$ cat src/design/dual_timer_counter_params.svh
// register offsets, field positions, reset values and timing counts of the dual timer/counter
`ifndef DUAL_TIMER_COUNTER_PARAMS_SVH
`define DUAL_TIMER_COUNTER_PARAMS_SVH

`define TIMER_CONTROL_ADDR 8'h88
`define TIMER_MODE_SELECT_ADDR 8'h89
`define TIMER0_COUNT_LOW_ADDR 8'h8A
`define TIMER1_COUNT_LOW_ADDR 8'h8B
`define TIMER0_COUNT_HIGH_ADDR 8'h8C
`define TIMER1_COUNT_HIGH_ADDR 8'h8D

// timer_control fields
`define TIMER1_OVERFLOW_FLAG_BIT 7
`define TIMER1_RUN_BIT 6
`define TIMER0_OVERFLOW_FLAG_BIT 5
`define TIMER0_RUN_BIT 4

// timer_mode_select fields, timer 1 in the upper nibble
`define TIMER1_CFG_LSB 4
`define TIMER0_CFG_LSB 0
`define CFG_GATE_BIT 3
`define CFG_SELECT_BIT 2
`define CFG_MODE_LSB 0

`define COUNT_RESET 8'h00
`define MODE_SELECT_RESET 8'h00
`define CONTROL_RESET 1'b0
`define READ_UNMAPPED 8'h00

// one machine cycle in mpu clock periods
`define MACHINE_CYCLE_CLOCKS 12
`define MC_COUNT_LAST 4'hB
`define MC_COUNT_RESET 4'h0

// 13-bit mode keeps the top low-byte bits at zero
`define LOW13_MASK 8'h1F
`define BYTE_ALL_ONES 8'hFF

`endif

$ cat src/design/dual_timer_counter_pkg.sv
// types shared by the dual timer/counter
package dual_timer_counter_pkg;

   typedef enum logic [1:0] {
      MODE_13BIT = 2'b00,
      MODE_16BIT = 2'b01,
      MODE_RELOAD = 2'b10,
      MODE_SPLIT = 2'b11
   } timer_mode_type;

   typedef struct packed {
      logic gate;
      logic select_counter;
      timer_mode_type mode;
   } timer_cfg_type;

   typedef struct packed {
      logic [7:0] addr;
      logic wr;
      logic rd;
      logic [7:0] wdata;
   } sfr_req_type;

   typedef struct packed {
      logic overflow;
      logic [7:0] high;
      logic [7:0] low;
   } count_step_type;

endpackage

$ cat src/design/dual_timer_counter.sv
// two 16-bit timer/counters reached through special function registers
`timescale 1ns/1ps
`include "dual_timer_counter_params.svh"

// What this block does
// - two independent timers 0 and 1 each hold a 16-bit count that software sets up as timer or counter.
// - in timer operation the count advances once per machine cycle of 12 mpu clock periods.
// - in counter operation the count advances on a high-to-low transition of that timer's count input.
// - detecting a falling edge on a count input takes two machine cycles.
// - each timer counts while its run bit in timer_control is one and stops when it is cleared.
// - each timer has a 2-bit mode field: 00 13-bit, 01 16-bit, 10 8-bit auto-reload, 11 split/stop.
// - mode 00 counts 13 bits, 5 in the low byte and 8 in the high byte, the top 3 low bits reading zero.
// - mode 10 increments only the low byte and reloads it from the high byte on overflow.
// - timer 1 in mode 11 stops and holds its value.
// - timer 0 in mode 11 splits into two independent 8-bit counters.
// - an overflow sets the timer's flag, cleared by software or by interrupt service.
// - with the gate bit set the timer advances only while run is set and counts falling input edges.
// - a select bit per timer chooses counter operation when one and, with the gate bit clear, timer operation when zero.
module dual_timer_counter (
   input wire logic clock,                                   // mpu clock
   input wire logic resetn,                                  // asynchronous reset, active low
   input wire dual_timer_counter_pkg::sfr_req_type sfr_req,  // register address, strobes, write data
   output logic [7:0] sfr_rdata,                             // read data, one cycle after rd
   input wire logic timer0_count_input,                      // external count input of timer 0
   input wire logic timer1_count_input,                      // external count input of timer 1
   input wire logic timer0_irq_ack,                          // interrupt service of timer 0, clears its flag
   input wire logic timer1_irq_ack,                          // interrupt service of timer 1, clears its flag
   output logic timer0_overflow_flag,                        // timer 0 overflow flag
   output logic timer1_overflow_flag                         // timer 1 overflow flag
);

   // one step of a count byte pair; split mode acts as a plain 8-bit low counter
   function automatic dual_timer_counter_pkg::count_step_type count_step(
      input dual_timer_counter_pkg::timer_mode_type mode,
      input logic [7:0] high,
      input logic [7:0] low,
      input logic inc
   );
      dual_timer_counter_pkg::count_step_type res;
      logic [12:0] v13;
      logic [15:0] v16;
      res.overflow = 1'b0;
      res.high = high;
      res.low = low;
      v13 = {high, low[4:0]} + 13'h0001;
      v16 = {high, low} + 16'h0001;
      if (inc) begin
         case (mode)
            dual_timer_counter_pkg::MODE_13BIT: begin
               res.overflow = ({high, low[4:0]} == 13'h1FFF);
               res.high = v13[12:5];
               res.low = {3'h0, v13[4:0]};
            end
            dual_timer_counter_pkg::MODE_16BIT: begin
               res.overflow = ({high, low} == 16'hFFFF);
               res.high = v16[15:8];
               res.low = v16[7:0];
            end
            dual_timer_counter_pkg::MODE_RELOAD: begin
               res.overflow = (low == `BYTE_ALL_ONES);
               res.low = res.overflow ? high : low + 8'h01;
            end
            dual_timer_counter_pkg::MODE_SPLIT: begin
               res.overflow = (low == `BYTE_ALL_ONES);
               res.low = low + 8'h01;
            end
            default: begin
               res.overflow = 1'b0;
            end
         endcase
      end
      return res;
   endfunction

   logic [7:0] count_low_r [0:1];
   logic [7:0] count_high_r [0:1];
   logic [7:0] mode_select_r;
   logic [1:0] run_r;
   logic [1:0] flag_r;
   logic [3:0] mc_count_r;
   logic [1:0] pin_sample_r;
   logic [1:0] pin_prev_r;
   logic [7:0] rdata_r;

   dual_timer_counter_pkg::timer_cfg_type cfg [0:1];
   dual_timer_counter_pkg::count_step_type step [0:1];
   dual_timer_counter_pkg::count_step_type step_split_high;
   wire logic mc_tick;
   wire logic [1:0] pins;
   wire logic [1:0] fall;
   wire logic [1:0] edge_mode;
   wire logic [1:0] inc;
   wire logic split0;
   wire logic [1:0] hw_set;
   wire logic [1:0] ack;
   wire logic wr_control;
   wire logic wr_mode;
   wire logic [1:0] wr_low;
   wire logic [1:0] wr_high;
   logic [7:0] rd_mux;

   assign cfg[0] = mode_select_r[`TIMER0_CFG_LSB +: 4];
   assign cfg[1] = mode_select_r[`TIMER1_CFG_LSB +: 4];
   assign pins = {timer1_count_input, timer0_count_input};
   assign ack = {timer1_irq_ack, timer0_irq_ack};
   assign split0 = (cfg[0].mode == dual_timer_counter_pkg::MODE_SPLIT);

   // machine cycle enable from the 12-period divider
   assign mc_tick = (mc_count_r == `MC_COUNT_LAST);

   // the pins are sampled once per machine cycle, so a level must hold that long to be seen
   // an edge is a one sample followed by a zero sample: two machine cycles to recognise
   assign fall = {2{mc_tick}} & pin_prev_r & ~pin_sample_r;

   genvar g;
   generate
      for (g = 0; g < 2; g++) begin : g_timer
         assign edge_mode[g] = cfg[g].select_counter | cfg[g].gate;
         assign inc[g] = run_r[g] & (edge_mode[g] ? fall[g] : mc_tick)
            & ~(g == 1 && cfg[1].mode == dual_timer_counter_pkg::MODE_SPLIT);
         assign step[g] = count_step(cfg[g].mode, count_high_r[g], count_low_r[g], inc[g]);
      end
   endgenerate

   // split timer 0 high byte runs on timer 1 run bit at the machine rate
   assign step_split_high = count_step(dual_timer_counter_pkg::MODE_SPLIT, 8'h00, count_high_r[0],
      split0 & run_r[1] & mc_tick);

   // while timer 0 is split, timer 1 keeps counting but its flag belongs to the timer 0 high byte
   assign hw_set[0] = step[0].overflow;
   assign hw_set[1] = split0 ? step_split_high.overflow : step[1].overflow;

   assign wr_control = sfr_req.wr && sfr_req.addr == `TIMER_CONTROL_ADDR;
   assign wr_mode = sfr_req.wr && sfr_req.addr == `TIMER_MODE_SELECT_ADDR;
   assign wr_low[0] = sfr_req.wr && sfr_req.addr == `TIMER0_COUNT_LOW_ADDR;
   assign wr_low[1] = sfr_req.wr && sfr_req.addr == `TIMER1_COUNT_LOW_ADDR;
   assign wr_high[0] = sfr_req.wr && sfr_req.addr == `TIMER0_COUNT_HIGH_ADDR;
   assign wr_high[1] = sfr_req.wr && sfr_req.addr == `TIMER1_COUNT_HIGH_ADDR;

   // in 13-bit mode the top low-byte bits read zero whatever software wrote there
   always_comb begin
      case (sfr_req.addr)
         `TIMER_CONTROL_ADDR: rd_mux = {flag_r[1], run_r[1], flag_r[0], run_r[0], 4'h0};
         `TIMER_MODE_SELECT_ADDR: rd_mux = mode_select_r;
         `TIMER0_COUNT_LOW_ADDR: rd_mux = (cfg[0].mode == dual_timer_counter_pkg::MODE_13BIT)
            ? (count_low_r[0] & `LOW13_MASK) : count_low_r[0];
         `TIMER1_COUNT_LOW_ADDR: rd_mux = (cfg[1].mode == dual_timer_counter_pkg::MODE_13BIT)
            ? (count_low_r[1] & `LOW13_MASK) : count_low_r[1];
         `TIMER0_COUNT_HIGH_ADDR: rd_mux = count_high_r[0];
         `TIMER1_COUNT_HIGH_ADDR: rd_mux = count_high_r[1];
         default: rd_mux = `READ_UNMAPPED;
      endcase
   end

   always_ff @(posedge clock or negedge resetn) begin
      if (!resetn) begin
         mc_count_r <= `MC_COUNT_RESET;
      end else begin
         mc_count_r <= mc_tick ? `MC_COUNT_RESET : mc_count_r + 4'h1;
      end
   end

   always_ff @(posedge clock or negedge resetn) begin
      if (!resetn) begin
         pin_sample_r <= 2'h0;
         pin_prev_r <= 2'h0;
      end else if (mc_tick) begin
         pin_sample_r <= pins;
         pin_prev_r <= pin_sample_r;
      end
   end

   always_ff @(posedge clock or negedge resetn) begin
      if (!resetn) begin
         mode_select_r <= `MODE_SELECT_RESET;
         run_r <= {2{`CONTROL_RESET}};
         rdata_r <= `READ_UNMAPPED;
      end else begin
         if (wr_mode) begin
            mode_select_r <= sfr_req.wdata;
         end
         if (wr_control) begin
            run_r <= {sfr_req.wdata[`TIMER1_RUN_BIT], sfr_req.wdata[`TIMER0_RUN_BIT]};
         end
         if (sfr_req.rd) begin
            rdata_r <= rd_mux;
         end
      end
   end

   // a hardware overflow wins over a software clear or an interrupt acknowledge in the same cycle
   always_ff @(posedge clock or negedge resetn) begin
      if (!resetn) begin
         flag_r <= {2{`CONTROL_RESET}};
      end else begin
         for (int i = 0; i < 2; i++) begin
            if (hw_set[i]) begin
               flag_r[i] <= 1'b1;
            end else if (ack[i]) begin
               flag_r[i] <= 1'b0;
            end else if (wr_control) begin
               flag_r[i] <= (i == 0) ? sfr_req.wdata[`TIMER0_OVERFLOW_FLAG_BIT]
                  : sfr_req.wdata[`TIMER1_OVERFLOW_FLAG_BIT];
            end
         end
      end
   end

   // a software write to a count byte replaces the count step of that cycle
   always_ff @(posedge clock or negedge resetn) begin
      if (!resetn) begin
         for (int i = 0; i < 2; i++) begin
            count_low_r[i] <= `COUNT_RESET;
            count_high_r[i] <= `COUNT_RESET;
         end
      end else begin
         for (int i = 0; i < 2; i++) begin
            count_low_r[i] <= wr_low[i] ? sfr_req.wdata : step[i].low;
         end
         if (wr_high[0]) begin
            count_high_r[0] <= sfr_req.wdata;
         end else if (split0) begin
            count_high_r[0] <= step_split_high.low;
         end else begin
            count_high_r[0] <= step[0].high;
         end
         count_high_r[1] <= wr_high[1] ? sfr_req.wdata : step[1].high;
      end
   end

   assign sfr_rdata = rdata_r;
   assign timer0_overflow_flag = flag_r[0];
   assign timer1_overflow_flag = flag_r[1];

endmodule

$ cat config.mk
export PLATFORM = sky130hd
export DESIGN_NAME = dual_timer_counter
export DESIGN_NICKNAME = d
export VERILOG_FILES = /design/src/design/dual_timer_counter_pkg.sv /design/src/design/dual_timer_counter.sv
export VERILOG_INCLUDE_DIRS = /design/src /design/src/design
export SDC_FILE = /design/constraint.sdc
export NUM_CORES = 1
export LEC_CHECK = 0
export ABC_AREA = 1
export BUFFER_PORTS_ARGS = -buffer_cell sky130_fd_sc_hd__buf_2
export CAP_MARGIN = 20
export CORE_AREA = 2 2 93 95
export CTS_CLUSTER_DIAMETER = 40
export DETAILED_ROUTE_END_ITERATION = 6
export DIE_AREA = 0 0 95 97
export PLACE_DENSITY = 0.79
export SKIP_LAST_GASP = 1
export SLEW_MARGIN = 30
export SYNTH_ARGS = -nofsm -noshare
export SYNTH_HDL_FRONTEND = slang
export SYNTH_SLANG_ARGS = --single-unit
$ cat constraint.sdc
create_clock -name clock -period 2.55 [get_ports clock]
set_input_delay 0.1275 -clock clock [delete_from_list [all_inputs] [get_ports clock]]
set_output_delay 0.1275 -clock clock [all_outputs]
set_load 0.02 [all_outputs]
; After elaboration in Yosys (flattened, before gate mapping)
; Index checks and enable logic that the tools add are counted.
[op_classes]
order_cmp = 0
n_reduce_logical = 20
n_shift = 0
n_addsub = 8
multipliers = 0
n_eq_ne = 21
mux = 30
bitwise = 11
div = 0
[ops]
columns = cell, count
row1 = 8-bit two-way mux, 10
row2 = "8-bit equality test, second input constant", 9
row3 = 8-bit one-hot mux with 4 select lines, 2
row4 = 8-bit one-hot mux with 6 select lines, 1
row5 = 17-bit two-way mux, 2
row6 = "16-bit by 1-bit adder with 16-bit output, second input constant", 2
row7 = "16-bit equality test, second input constant", 2
row8 = 8-bit one-hot mux with 2 select lines, 2
row9 = "13-bit by 1-bit adder with 13-bit output, second input constant", 2
row10 = "13-bit equality test, second input constant", 2
row11 = "8-bit by 1-bit adder with 8-bit output, second input constant", 3
row12 = 3-bit nonzero test, 4
row13 = 1-bit two-way mux, 10
row14 = "2-bit equality test, second input constant", 4
row15 = 1-bit logical AND, 6
row16 = 1-bit one-hot mux with 3 select lines, 2
row17 = 2-bit nonzero test, 3
row18 = 1-bit bitwise AND, 5
row19 = "4-bit by 1-bit adder with 4-bit output, second input constant", 1
row20 = 2-bit bitwise AND, 2
row21 = "2-bit by 1-bit equality test with 1-bit output, second input constant", 2
row22 = "4-bit equality test, second input constant", 1
row23 = 2-bit logical NOT, 2
row24 = 4-bit two-way mux, 1
row25 = 8 further kinds, 10
[word_totals]
inputBits = 24
register_bits = 60
elab_cells = 102
n_memories = 0
romBits = 0
ram_bits = 0
latchBits = 0

; Logic depth before layout (Yosys ltp)
; Gate-level depths: netlist (run 1).
[logic_depth]
depth_word = 9
mapped_depth = 12
ltp_nobuf = 12

; Worst setup path after synthesis (run 1)
; OpenSTA, ideal clock, no wires.
[synth_path]
path_type = reg2reg
from = register mc_count_r[0]
to = register count_high_r[15] in the netlist's numbering
t_required_ns = 2.434
period_less_slack_ns = 1.544
slack_ns = 1.006
stages_incl_launch_ff = 11
arrival_time_ns = 1.427
path_buffers = 1
setup_time_ns = 0.116
cell_sequence = dfrtp_1 ha_1 nand3_2 inv_2 nand3_2 inv_2 a21oi_4 buf_6 a21oi_1 nand2_1 nand2_1
[synth_between]
elab_chain_cells = 7
elab_cells_between_ends = 9
classes_between = eq/ne (2) / mux (1) / bitwise (4) / reduce/logical (2)
[synth_lines]
columns = item, line
row1 = "start, declared", dual_timer_counter.sv:80  ; logic [3:0] mc_count_r;
row2 = "start signal, assigned", dual_timer_counter.sv:157  ; mc_count_r <= `MC_COUNT_RESET;
row3 = "start signal, assigned", dual_timer_counter.sv:159  ; mc_count_r <= mc_tick ? `MC_COUNT_RESET : mc_count_r + 4'h1;
row4 = 4-bit equality test (no source line) *, n/a
row5 = 2-bit bitwise AND (2 in series), dual_timer_counter.sv:113  ; assign fall = {2{mc_tick}} & pin_prev_r & ~pin_sample_r;
row6 = 1-bit two-way mux, dual_timer_counter.sv:119  ; assign inc[g] = run_r[g] & (edge_mode[g] ? fall[g] : mc_tick)
row7 = 1-bit bitwise AND, dual_timer_counter.sv:119
row8 = 3-bit nonzero test (no source line), n/a
row9 = 3-bit AND reduction (no source line) *, n/a
row10 = "end signal, assigned by index", dual_timer_counter.sv:214  ; count_high_r[i] <= `COUNT_RESET;
row11 = "end, declared", dual_timer_counter.sv:76  ; logic [7:0] count_high_r [0:1];
; Every way passes the cells marked *; elsewhere a longest branch is shown, timed or not.
; A chain may end at the register's enable or synchronous reset.

; Final worst setup path (run 1)
[layout_path]
from = register mc_count_r[0]
to = register count_high_r[2] in the netlist's numbering
[layout_between]
elab_chain_cells = 8
[layout_lines]
columns = item, line
row1 = 4-bit equality test (no source line) *, n/a
row2 = 2-bit bitwise AND (2 in series), dual_timer_counter.sv:113
row3 = 1-bit two-way mux *, dual_timer_counter.sv:119
row4 = 1-bit bitwise AND *, dual_timer_counter.sv:119
row5 = 1-bit bitwise AND *, dual_timer_counter.sv:120  ; & ~(g == 1 && cfg[1].mode == dual_timer_counter_pkg::MODE_SPLIT);
row6 = 2-bit nonzero test (no source line) *, n/a
row7 = 2-bit AND reduction (no source line) *, n/a
; Marked as above.

==> metrics.md, run 1 <==
| Metric | Value |
|---|---|
| Outcome | completed |
| CP Launch Type | flip-flop |
| EDFF count, synth | 0 |
| Area Overhead vs Synth | 10.9% |
| RePlAce Congestion | 0.971 |
| Top cells by count, synth | 221 x nand2_1, 70 x inv_1, 60 x dfrtp_1 |
| Mean Syn Cell Area | 6.65 µm² |
| Dominant synthesized flop cell | dfrtp_1 |
| Largest net degree at the start of global routing | 61 |
| DRC | 0 |
| CP max-delay cell | dfrtp_1 |
| Relative slew slack | 70.1% |
| Cts hold-fix bufs | 3 |
| Sequential share of power | 49.1% |
| Initial DRT Pass Iterations | 5 |
| Worst setup margin | 0.680 ns |
| Place WS | 0.710 ns |
| Final Max Slew Viols | 0 |
| CP peak stage delay | 0.38 ns |
| Initial DRC count | 354 |
| Congestion Overflow GR | 0 |
| Sw Share | 33.8% |
| Final setup TNS | 0 ns |
| RSZ-0062 raised after global routing | false |
| Dominant cell type by area after synthesis | dfrtp_1 |
| Core footprint | 8130 µm² |
| Antenna Violating Nets Remaining | 0 |
| Max Root-Sink Buffers | 2 |
| Root buffer cell | clkbuf_8 |
| Maximum vdd drop | 0.317 mV |
| Post-DP HPWL | 10300 µm |
| Port Buffers | 33 |
| Gr usage total | 31.2% |
| Top cell type's share of synthesized area | 34.4% |
| CTS sink count | 60 |
| Fin. Hold Viols | 0 |
| Comb pwr share | 13.8% |
| Vias per cell | 5.68 |
| Die footprint | 9220 µm² |
| Initial antenna violation count | 0 |
| Leakage | 0.00241 µW |
| CP Class | flip-flop to flip-flop |
| WL per Instance | 16.6 µm |
| Worst path cell trace | ha_1 > nand3_2 > nor2_2 > nand3_1 > nand2_4 > nand3_1 > nand2_1 > nand2_1 > nand2_1 > nand2_1 |
| Switch Pwr | 748 µW |
| H-tree depth | 3 |
| Site Rows | 33 |
| Chip Width | 95 µm |
| Final nets | 726 |
| Fin crit share | 73.3% |
| CTS tree | done |
| Clk pin slew, worst setup/hold paths | 0.08 ns |
| Most Frequent Cell on Critical Path | nand2_1 |
| Vias in the first global route | 4387 |
| Internal | 1470 µW |
| Final min period | 1.87 ns |
| Sequential area share after synthesis | 34.4% |
| Mapped Area | 4370 µm² |
| Ports | 34 |
| Starting Density | 53.7% |
| YS warnings | 0 |
| CP endpoint kind | flip-flop |
| Share of layout cells above drive strength 1 | 15.4% |
| PwrDens | 458 nW/µm² |
| Asr flop ratio synth | 100% |
| Final core utilization | 59.5% |
| Crit path DAT | 2.11 ns |
| Die height | 97 µm |
| Synth cell types | 37 |
| Total Routed Length | 13500 µm |
| Final setup vio count | 0 |
| First-pass GRT wire length | 22200 µm |
| Max_cap viols | 0 |
| Mapped Cells | 657 |
| Max Clk Rate | 535 MHz |
| CP required | 2.79 ns |
| Pwr Total | 2220 µW |
| Skew-Pair Late Insertion Delay | 0.36 ns |
| Clock power share | 37.1% |
| Skew final | 0.0101 ns |
| Setup Fix Bufs, Post-CTS | 0 |
| Top cells by area, synth | dfrtp_1 34%, nand2_1 19%, inv_1 6.0%, nand3_1 6.0%, o21ai_0 4.2% |
| Worst Max-Slew Pin Slew | 0.447 ns |
| Hold Path Class | input port to flip-flop |
| Fillers | 775 |
| Critical Path Fanout Max | 8 |
| Syn Nets | 685 |
| Vias | 4590 |
| CTS buffer count | 9 |
| Yosys reg bits | 60 |
| Count leader, synth | nand2_1 |
| CTS resizes | 0 |
| Antenna diodes | 0 |
==> worst paths after layout <==
check | slack, ns | to | cells after the start | start
hold / removal | 0.01 | count_low_r[6]$_DFFE_PN0P_ | 3 | sfr_req[6]
setup / recovery | 0.68 | count_high_r[2]$_DFFE_PN0P_ | 10 | mc_count_r[0]$_DFF_PN0_
min in group asynchronous | 0.31 | mc_count_r[0]$_DFF_PN0_ | 3 | resetn
setup reg to reg | 0.68 | count_high_r[2]$_DFFE_PN0P_ | 10 | mc_count_r[0]$_DFF_PN0_
hold reg to reg | 0.47 | mc_count_r[0]$_DFF_PN0_ | 1 | mc_count_r[0]$_DFF_PN0_
max in group asynchronous | 1.97 | count_high_r[2]$_DFFE_PN0P_ | 3 | resetn
==> layout by cell type (no fill, tap or decap), types with 12 or more instances in the layout <==
master and instances:
a21oi_1 19, buf_2 33, dfrtp_1 60, inv_1 70, inv_2 17, nand2_1 221
nand2_2 12, nand3_1 52, nand4_1 15, nor2_1 47, o211ai_1 13, o21ai_0 37
o21ai_1 24
==> flip-flops by register name, indices dropped and copies added, names as in the netlist <==
register / flops
count_high_r: 16
count_low_r: 16
mode_select_r: 8
sfr_rdata: 8
mc_count_r: 4
flag_r: 2
pin_prev_r: 2
pin_sample_r: 2
run_r: 2
==> final cells by class <==
| cell class | count | area (µm²) | share of cell area, % |
|---|---|---|---|
| clock inverters | 7 | 58.8 | 1.21 |
| repair buffers | 37 | 215 | 4.44 |
| well taps | 105 | 131 | 2.71 |
| multi-input cells | 500 | 2470 | 51.1 |
| flip-flops and latches | 60 | 1500 | 31.0 |
| inverters | 90 | 338 | 6.98 |
| clock buffers | 9 | 124 | 2.56 |
==> logic make-up (layout without fill, tap and decap cells) <==
logic type                 count (synthesis)  count (layout)  share of synthesized area (%)
buffers and inverters                     97             143                           8.99
AOI/OAI and AO/OA                        111             111                           14.6
DFF                                       60              60                           34.4
adders and majority gates                  4               4                           1.15
xor gates and xnor gates                   8               8                           1.60
and+or+nand+nor                          377             377                           39.3
==> power groups by stage <==
stage / logic (µW) / registers [µW] / clock network (µW)
floorplan: 193 / 1080 / 0
global placement: 292 / 1100 / 0
detailed placement: 298 / 1100 / 0
CTS: 303 / 1090 / 831
global route: 348 / 1100 / 875
finish: 305 / 1090 / 822
==> per-layer routing <==
metal	vias up	global-route usage, %	routed length, µm
met5	-	0	0
li1	2225	-	-
met4	0	11.3	350
met2	216	48.7	6120
met3	22	4.36	1170
met1	2127	44.0	5810
==> critical path: cells and delay by family (launching register included) <==
| kind | cells | cell delay (ns) |
|---|---|---|
| and+or+nand+nor | 9 | 1.18 |
| adders and majority gates | 1 | 0.21 |
| DFF | 1 | 0.38 |
==> stage by stage <==
step | hold WS (ns) | std cells | instance area [µm²]
2_1_floorplan | -0.168 | 657 | 4370
3_3_place_gp | 0.163 | 789 | 4630
3_5_place_dp | 0.166 | 789 | 4630
4_1_cts | 0.00938 | 808 | 4840
5_1_grt | 0.0278 | 808 | 4840
6_report | 0.0138 | 808 | 4840
(Power assumes the default switching activity.)
==> run 2, diff against run 1 <==
==> constraint.sdc (replaced) <==
create_clock -name clock -period 1.76 [get_ports clock]
set_input_delay 0.088 -clock clock [delete_from_list [all_inputs] [get_ports clock]]
set_output_delay 0.088 -clock clock [all_outputs]
set_load 0.02 [all_outputs]
==> metrics.md, run 2 (synthesis results as in run 1) <==
| Metric | Value |
|---|---|
| Maximum vdd drop | 0.547 mV |
| H-tree depth | 3 |
| Relative slew slack | 65.3% |
| Area Overhead vs Synth | 18.9% |
| Post-DP HPWL | 10700 µm |
| Pwr Total | 3510 µW |
| Final Max Slew Viols | 0 |
| First-pass GRT wire length | 22600 µm |
| Core footprint | 8130 µm² |
| Fin. Hold Viols | 0 |
| Final setup vio count | 0 |
| Worst Max-Slew Pin Slew | 0.521 ns |
| CP Capture Point | count_high_r[5]$_DFFE_PN0P_ |
| Final min period | 1.67 ns |
| Outcome | completed |
| Leakage | 0.00261 µW |
| Max Clk Rate | 597 MHz |
| RR Startpoint | mc_count_r[1]$_DFF_PN0_ |
| Fin crit share | 95.2% |
| Max Root-Sink Buffers | 2 |
| Crit path from | mc_count_r[1]$_DFF_PN0_ |
| Site Rows | 33 |
| Cells after DPL | 813 |
| Most common cell after layout, fill and taps aside | nand2_1 |
| Clk pin slew, worst setup/hold paths | 0.08 ns |
| Hold Path Class | input port to flip-flop |
| RePlAce Congestion | 1.01 |
| Vias per cell | 5.71 |
| Die footprint | 9220 µm² |
| Max_cap viols | 0 |
| Port Buffers | 33 |
| Skew final | 0.00523 ns |
| Critical Path Fanout Max | 4 |
| R2r worst-path depth | 11 |
| Fillers | 748 |
| Ports | 34 |
| Antenna Violating Nets Remaining | 0 |
| PwrDens | 676 nW/µm² |
| Largest net degree at the start of global routing | 40 |
| WL per Instance | 16.9 µm |
| CTS tree | done |
| Chip Width | 95 µm |
| Biggest registers after layout | count_high_r (16), count_low_r (16) |
| Worst R2R End | count_high_r[5]$_DFFE_PN0P_ |
| Congestion Overflow GR | 0 |
| CP endpoint kind | flip-flop |
| Crit path DAT | 1.97 ns |
| Initial antenna violation count | 0 |
| DRC | 0 |
| CP required | 2.05 ns |
| Antenna diodes | 0 |
| Share of layout cells above drive strength 1 | 19.9% |
| Final nets | 757 |
| FF-to-FF setup slack | 0.09 ns |
| Fin cells | 839 |
| Vias in the first global route | 4458 |
| Initial DRT Pass Iterations | 5 |
| CTS sink count | 60 |
| Most frequent cells in the layout | 218 x nand2_1, 69 x inv_1, 59 x dfrtp_1 |
| Die height | 97 µm |
| CP Launch Type | flip-flop |
| Initial DRC count | 426 |
| RSZ-0062 raised after global routing | true |
| Starting Density | 53.7% |
| CP Class | flip-flop to flip-flop |
| Skew-Pair Late Insertion Delay | 0.35 ns |
| CTS buffer count | 9 |
| Root buffer cell | clkbuf_8 |
| Gr usage total | 31.9% |
| Total Routed Length | 14200 µm |
| Vias | 4792 |
-- run 2: cell types whose count changed in the layout (fill, tap and decap cells not counted), moves of 2 or more --
cell           before  now
ha_1                4    1
clkinv_2            0    3
inv_2              17   19
dlygate4sd3_1       3    8
nor2_4              4    6
bufinv_16           0    2
buf_4               0   26
inv_6               3    0
nand2_1           221  218
ha_2                0    2
nand2_4             1    3
-- run 2: metrics by stage --
| step | TNS, ns | setup slack, ns | cell area (µm²) | hold slack (ns) | utilization (%) |
|---|---|---|---|---|---|
| 2_1_floorplan | 0 | 0.216 | 4370 | -0.208 | - |
| 3_5_place_dp | -0.00915 | -0.00565 | 4810 | 0.0885 | 59.1 |
| 4_1_cts | 0 | 0.00861 | 5110 | 0.000353 | 62.8 |
| 6_report | 0 | 0.0850 | 5190 | 0.0168 | 63.8 |
| 5_1_grt | -0.0364 | -0.0149 | 5190 | 0.00504 | 63.8 |
| 3_3_place_gp | 0 | 0.0354 | 4810 | 0.0809 | 59.1 |
-- run 2: how the worst min path moves through the flow --
| stage | from | endpoint | slack [ns] | cells after the start |
|---|---|---|---|---|
| after detailed placement | resetn | mc_count_r[3]$_DFF_PN0_ | 0.09 | 1 |
| after global placement | resetn | mc_count_r[3]$_DFF_PN0_ | 0.08 | 1 |
| after global routing | sfr_req[2] | count_high_r[2]$_DFFE_PN0P_ | 0.005 | 3 |
| final | sfr_req[2] | count_high_r[2]$_DFFE_PN0P_ | 0.02 | 3 |
| after CTS | sfr_req[2] | count_high_r[2]$_DFFE_PN0P_ | 0.0004 | 3 |
| after floorplan | resetn | count_high_r[0]$_DFFE_PN0P_ | -0.21 | 0 |
-- run 2: repair_timing --
item                                    in CTS  in global routing
pin swaps                                    0                  8
buffers inserted                             0                  2
resized for setup                            1                 19
cloned                                       0                  0
endpoints found under the setup margin       2                 30
endpoints found under the hold margin       28                  0
hold buffers                                 8                  0
-- run 2: critical path, cell delays in order (launching register included) --
cell,delay (ns)
dfrtp_1,0.40
ha_4,0.16
nand3_4,0.08
nor2_4,0.20
nand2_2,0.10
a21oi_4,0.15
buf_4,0.13
buf_4,0.10
o211ai_1,0.10
nand2_1,0.09
nand2_1,0.04
nand2_1,0.06
-- run 2: area by class of cell --
| cell class | instances | area, µm² | area share [%] |
|---|---|---|---|
| inverter | 90 | 338 | 6.51 |
| sequential | 60 | 1500 | 28.9 |
| timing repair buffer | 68 | 460 | 8.87 |
| multi-input combinational | 500 | 2540 | 49.0 |
| clock buffer | 9 | 124 | 2.39 |
| clock inverter | 7 | 91.3 | 1.76 |
| tap | 105 | 131 | 2.53 |
-- run 2: per-layer routing --
| metal | GRT usage, % | vias up | wire length [µm] |
|---|---|---|---|
| li1 | - | 2289 | - |
| met3 | 7.55 | 37 | 1210 |
| met5 | 0 | - | 0 |
| met1 | 44.0 | 2235 | 6120 |
| met4 | 11.8 | 0 | 478 |
| met2 | 48.3 | 231 | 6380 |
-- run 2: report_power, final --
part	leakage (µW)	internal, µW	switching [µW]
clock network	0.000109	792	639
registers	0.000782	1450	99.7
logic	0.00172	182	342
==> run 3, diff against run 2 <==
--- a/config.mk
+++ b/config.mk
@@ -6,14 +6,13 @@
 export SDC_FILE = /design/constraint.sdc
 export NUM_CORES = 1
 export LEC_CHECK = 0
-export ABC_AREA = 1
-export BUFFER_PORTS_ARGS = -buffer_cell sky130_fd_sc_hd__buf_2
-export CAP_MARGIN = 20
-export CORE_AREA = 2 2 93 95
+export BUFFER_PORTS_ARGS = -buffer_cell sky130_fd_sc_hd__buf_4
+export CAP_MARGIN = 40
+export CORE_AREA = 2 2 89 91
 export CTS_CLUSTER_DIAMETER = 40
 export DETAILED_ROUTE_END_ITERATION = 6
-export DIE_AREA = 0 0 95 97
-export PLACE_DENSITY = 0.79
+export DIE_AREA = 0 0 91 93
+export PLACE_DENSITY = 0.8
 export SKIP_LAST_GASP = 1
 export SLEW_MARGIN = 30
 export SYNTH_ARGS = -nofsm -noshare
==> metrics.md, run 3 <==
| Metric | Value |
|---|---|
| Fin. Hold Viols | 0 |
| Mean Syn Cell Area | 9.12 µm² |
| Vias | 4289 |
| Skew-Pair Late Insertion Delay | 0.36 ns |
| Critical Path Fanout Max | 4 |
| Initial DRT Pass Iterations | 7 |
| Initial antenna violation count | 0 |
| First-pass GRT wire length | 20600 µm |
| Place WS | -0.142 ns |
| Final Max Slew Viols | 0 |
| Die footprint | 8460 µm² |
| Synth cell types | 76 |
| YS warnings | 0 |
| Max Root-Sink Buffers | 2 |
| Final min period | 1.87 ns |
| Largest net degree at the start of global routing | 61 |
| Congestion Overflow GR | 0 |
| Ports | 34 |
| Top cells by count, synth | 60 x dfrtp_1, 51 x nand2_1, 45 x nor2_1 |
| Chip Width | 91 µm |
| Hold Path Class | input port to flip-flop |
| Failing checks | negative setup slack |
| Synth Area in XOR/XNOR | 4.34% |
| Post-DP HPWL | 9080 µm |
| Fin crit share | 106% |
| CP required | 2.03 ns |
| Share of layout cells above drive strength 1 | 39.6% |
| Maximum vdd drop | 0.428 mV |
| EDFF count, synth | 0 |
| Vias in the first global route | 4177 |
| Asr flop ratio synth | 100% |
| Vias per cell | 6.33 |
| Dominant cell type by area after synthesis | dfrtp_1 |
| CTS sink count | 60 |
| Most common cell after layout, fill and taps aside | buf_4 |
| CTS buffer count | 9 |
| Most frequent cells in the layout | 121 x buf_4, 56 x dfrtp_1, 46 x nand2_1 |
| Pwr Total | 4120 µW |
| Clk pin slew, worst setup/hold paths | 0.08 ns |
| Count leader, synth | dfrtp_1 |
| Crit path DAT | 2.14 ns |
| Root buffer cell | clkbuf_8 |
| Final core utilization | 75.0% |
| Max_cap viols | 0 |
| Final nets | 599 |
| CP endpoint kind | flip-flop |
| Mux share of post-synthesis cell area | 6.54% |
| Syn Nets | 471 |
| Initial DRC count | 498 |
| Die height | 93 µm |
| Antenna Violating Nets Remaining | 0 |
| Sequential area share after synthesis | 37.2% |
| Biggest registers after layout | count_high_r (16), count_low_r (16) |
| Fraction of the mapped netlist area in adder cells | 1.24% |
| Crit path from | mc_count_r[1]$_DFF_PN0_ |
| Port Buffers | 33 |
| Leakage | 0.00236 µW |
| CP Launch Type | flip-flop |
| CTS tree | done |
| RSZ-0062 raised after global routing | true |
| Area Overhead vs Synth | 39.8% |
| Top cells by area, synth | dfrtp_1 37%, nand2_1 4.7%, nor2_1 4.2%, a21oi_1 3.7%, mux2i_1 3.5% |
| Mapped Cells | 443 |
| PwrDens | 730 nW/µm² |
| Relative slew slack | 65.3% |
| Site Rows | 32 |
| Gr usage total | 31.4% |
| Top cell type's share of synthesized area | 37.2% |
| Cells after DPL | 631 |
| Yosys reg bits | 60 |
| Total Routed Length | 13800 µm |
| WL per Instance | 20.4 µm |
| Starting Density | 53.7% |
| DRC | 0 |
| Simple-gate share of the synthesized area | 24.1% |
| Worst Max-Slew Pin Slew | 0.520 ns |
| RR Startpoint | mc_count_r[1]$_DFF_PN0_ |
| RePlAce Congestion | 0.972 |
| Mapped Area | 4040 µm² |
| Worst setup margin | -0.112 ns |
| Skew final | 0.00838 ns |
| Max Clk Rate | 534 MHz |
| Final setup vio count | 15 |
| Antenna diodes | 0 |
| Largest family of logic cells by synthesized area | simple AND/OR/NAND/NOR gates |
| Fin cells | 678 |
| Dominant synthesized flop cell | dfrtp_1 |
| Core footprint | 7530 µm² |
| Compound-cell area share of the yosys netlist | 22.1% |
| Outcome | complete, but fails checks |
| CP Class | flip-flop to flip-flop |
| Worst hold start | sfr_req[3] |
| H-tree depth | 3 |
==> run 3: cell types whose count changed after synthesis, sizes merged, moves of 9 or more <==
cell    change
nand3      -40
xnor2       +9
o31ai       +9
inv        -78
nand2     -181
buf        +13
a21o        +9
a21oi       +9
mux2i      +14
nor2       -10
o21ai      -40
mux2       +11
o211ai     -10
==> run 3: final timing paths <==
kind / to / slack, ns / cells past startpoint
min in group asynchronous: count_low_r[1]$_DFFE_PN0P_ / 0.16 / 2
max in group asynchronous: count_low_r[12]$_DFFE_PN0P_ / 1.06 / 3
setup / recovery: count_high_r[10]$_DFFE_PN0P_ / -0.11 / 7
hold / removal: count_low_r[3]$_DFFE_PN0P_ / 0.01 / 3
setup reg to reg: count_high_r[10]$_DFFE_PN0P_ / -0.11 / 7
hold reg to reg: pin_prev_r[1]$_DFFE_PN0N_ / 0.47 / 2
==> run 3: repair_timing <==
item	CTS	global route
setup buffers	14	9
pin swaps	27	35
setup endpoints to repair	28	32
resized for setup	24	50
hold buffers	7	0
endpoints found under the hold margin	66	0
==> run 3: worst max-delay path, cell delays in order (launching register included) <==
cell and delay [ns]:
dfrtp_1 0.42, ha_4 0.16, buf_6 0.11, nand3b_4 0.11
nor2_4 0.19, a21oi_2 0.08, or4_1 0.52, a31oi_1 0.20
==> run 3: cell families (layout without fill, tap and decap cells) <==
group	Yosys count	count (layout)
fa+ha+maj	4	4
compound gates	127	127
flops	60	60
xor+xnor	20	20
buf+inv	32	165
simple gates	175	175
mux	25	25
==> run 3: metal layers <==
layer / up-vias / wire [µm] / GRT usage, %
met5: - / 0 / 0
li1: 1892 / - / -
met1: 2077 / 5320 / 39.1
met4: 0 / 654 / 14.3
met2: 251 / 6740 / 53.1
met3: 69 / 1110 / 5.96
==> run 3: power by group <==
part / switching [µW] / leakage [µW] / internal [µW] / total [µW]
combinational: 629 / 0.00157 / 541 / 1170
sequential: 149 / 0.000687 / 1490 / 1640
clock: 645 / 0.000104 / 663 / 1310
total: 1420 / 0.00236 / 2700 / 4120
==> run 3: final cells by class <==
class / count / area [µm²]
Clock buffer: 9 / 124
Clock inverter: 7 / 75.1
Fill cell: 546 / 1880
Inverter: 9 / 33.8
Multi-Input combinational cell: 351 / 2640
Sequential cell: 60 / 1510
Tap cell: 102 / 128
Timing Repair Buffer: 140 / 1140
==> run 3: per-stage QoR <==
stage / hold slack [ns] / instance area, µm² / setup TNS (ns)
floorplan: -0.208 / 4050 / 0
global placement: 0.214 / 4870 / -0.348
detailed placement: 0.217 / 4870 / -1.83
CTS: 0.00155 / 5340 / -0.334
global route: 0.0165 / 5650 / -2.73
finish: 0.0114 / 5650 / -0.826
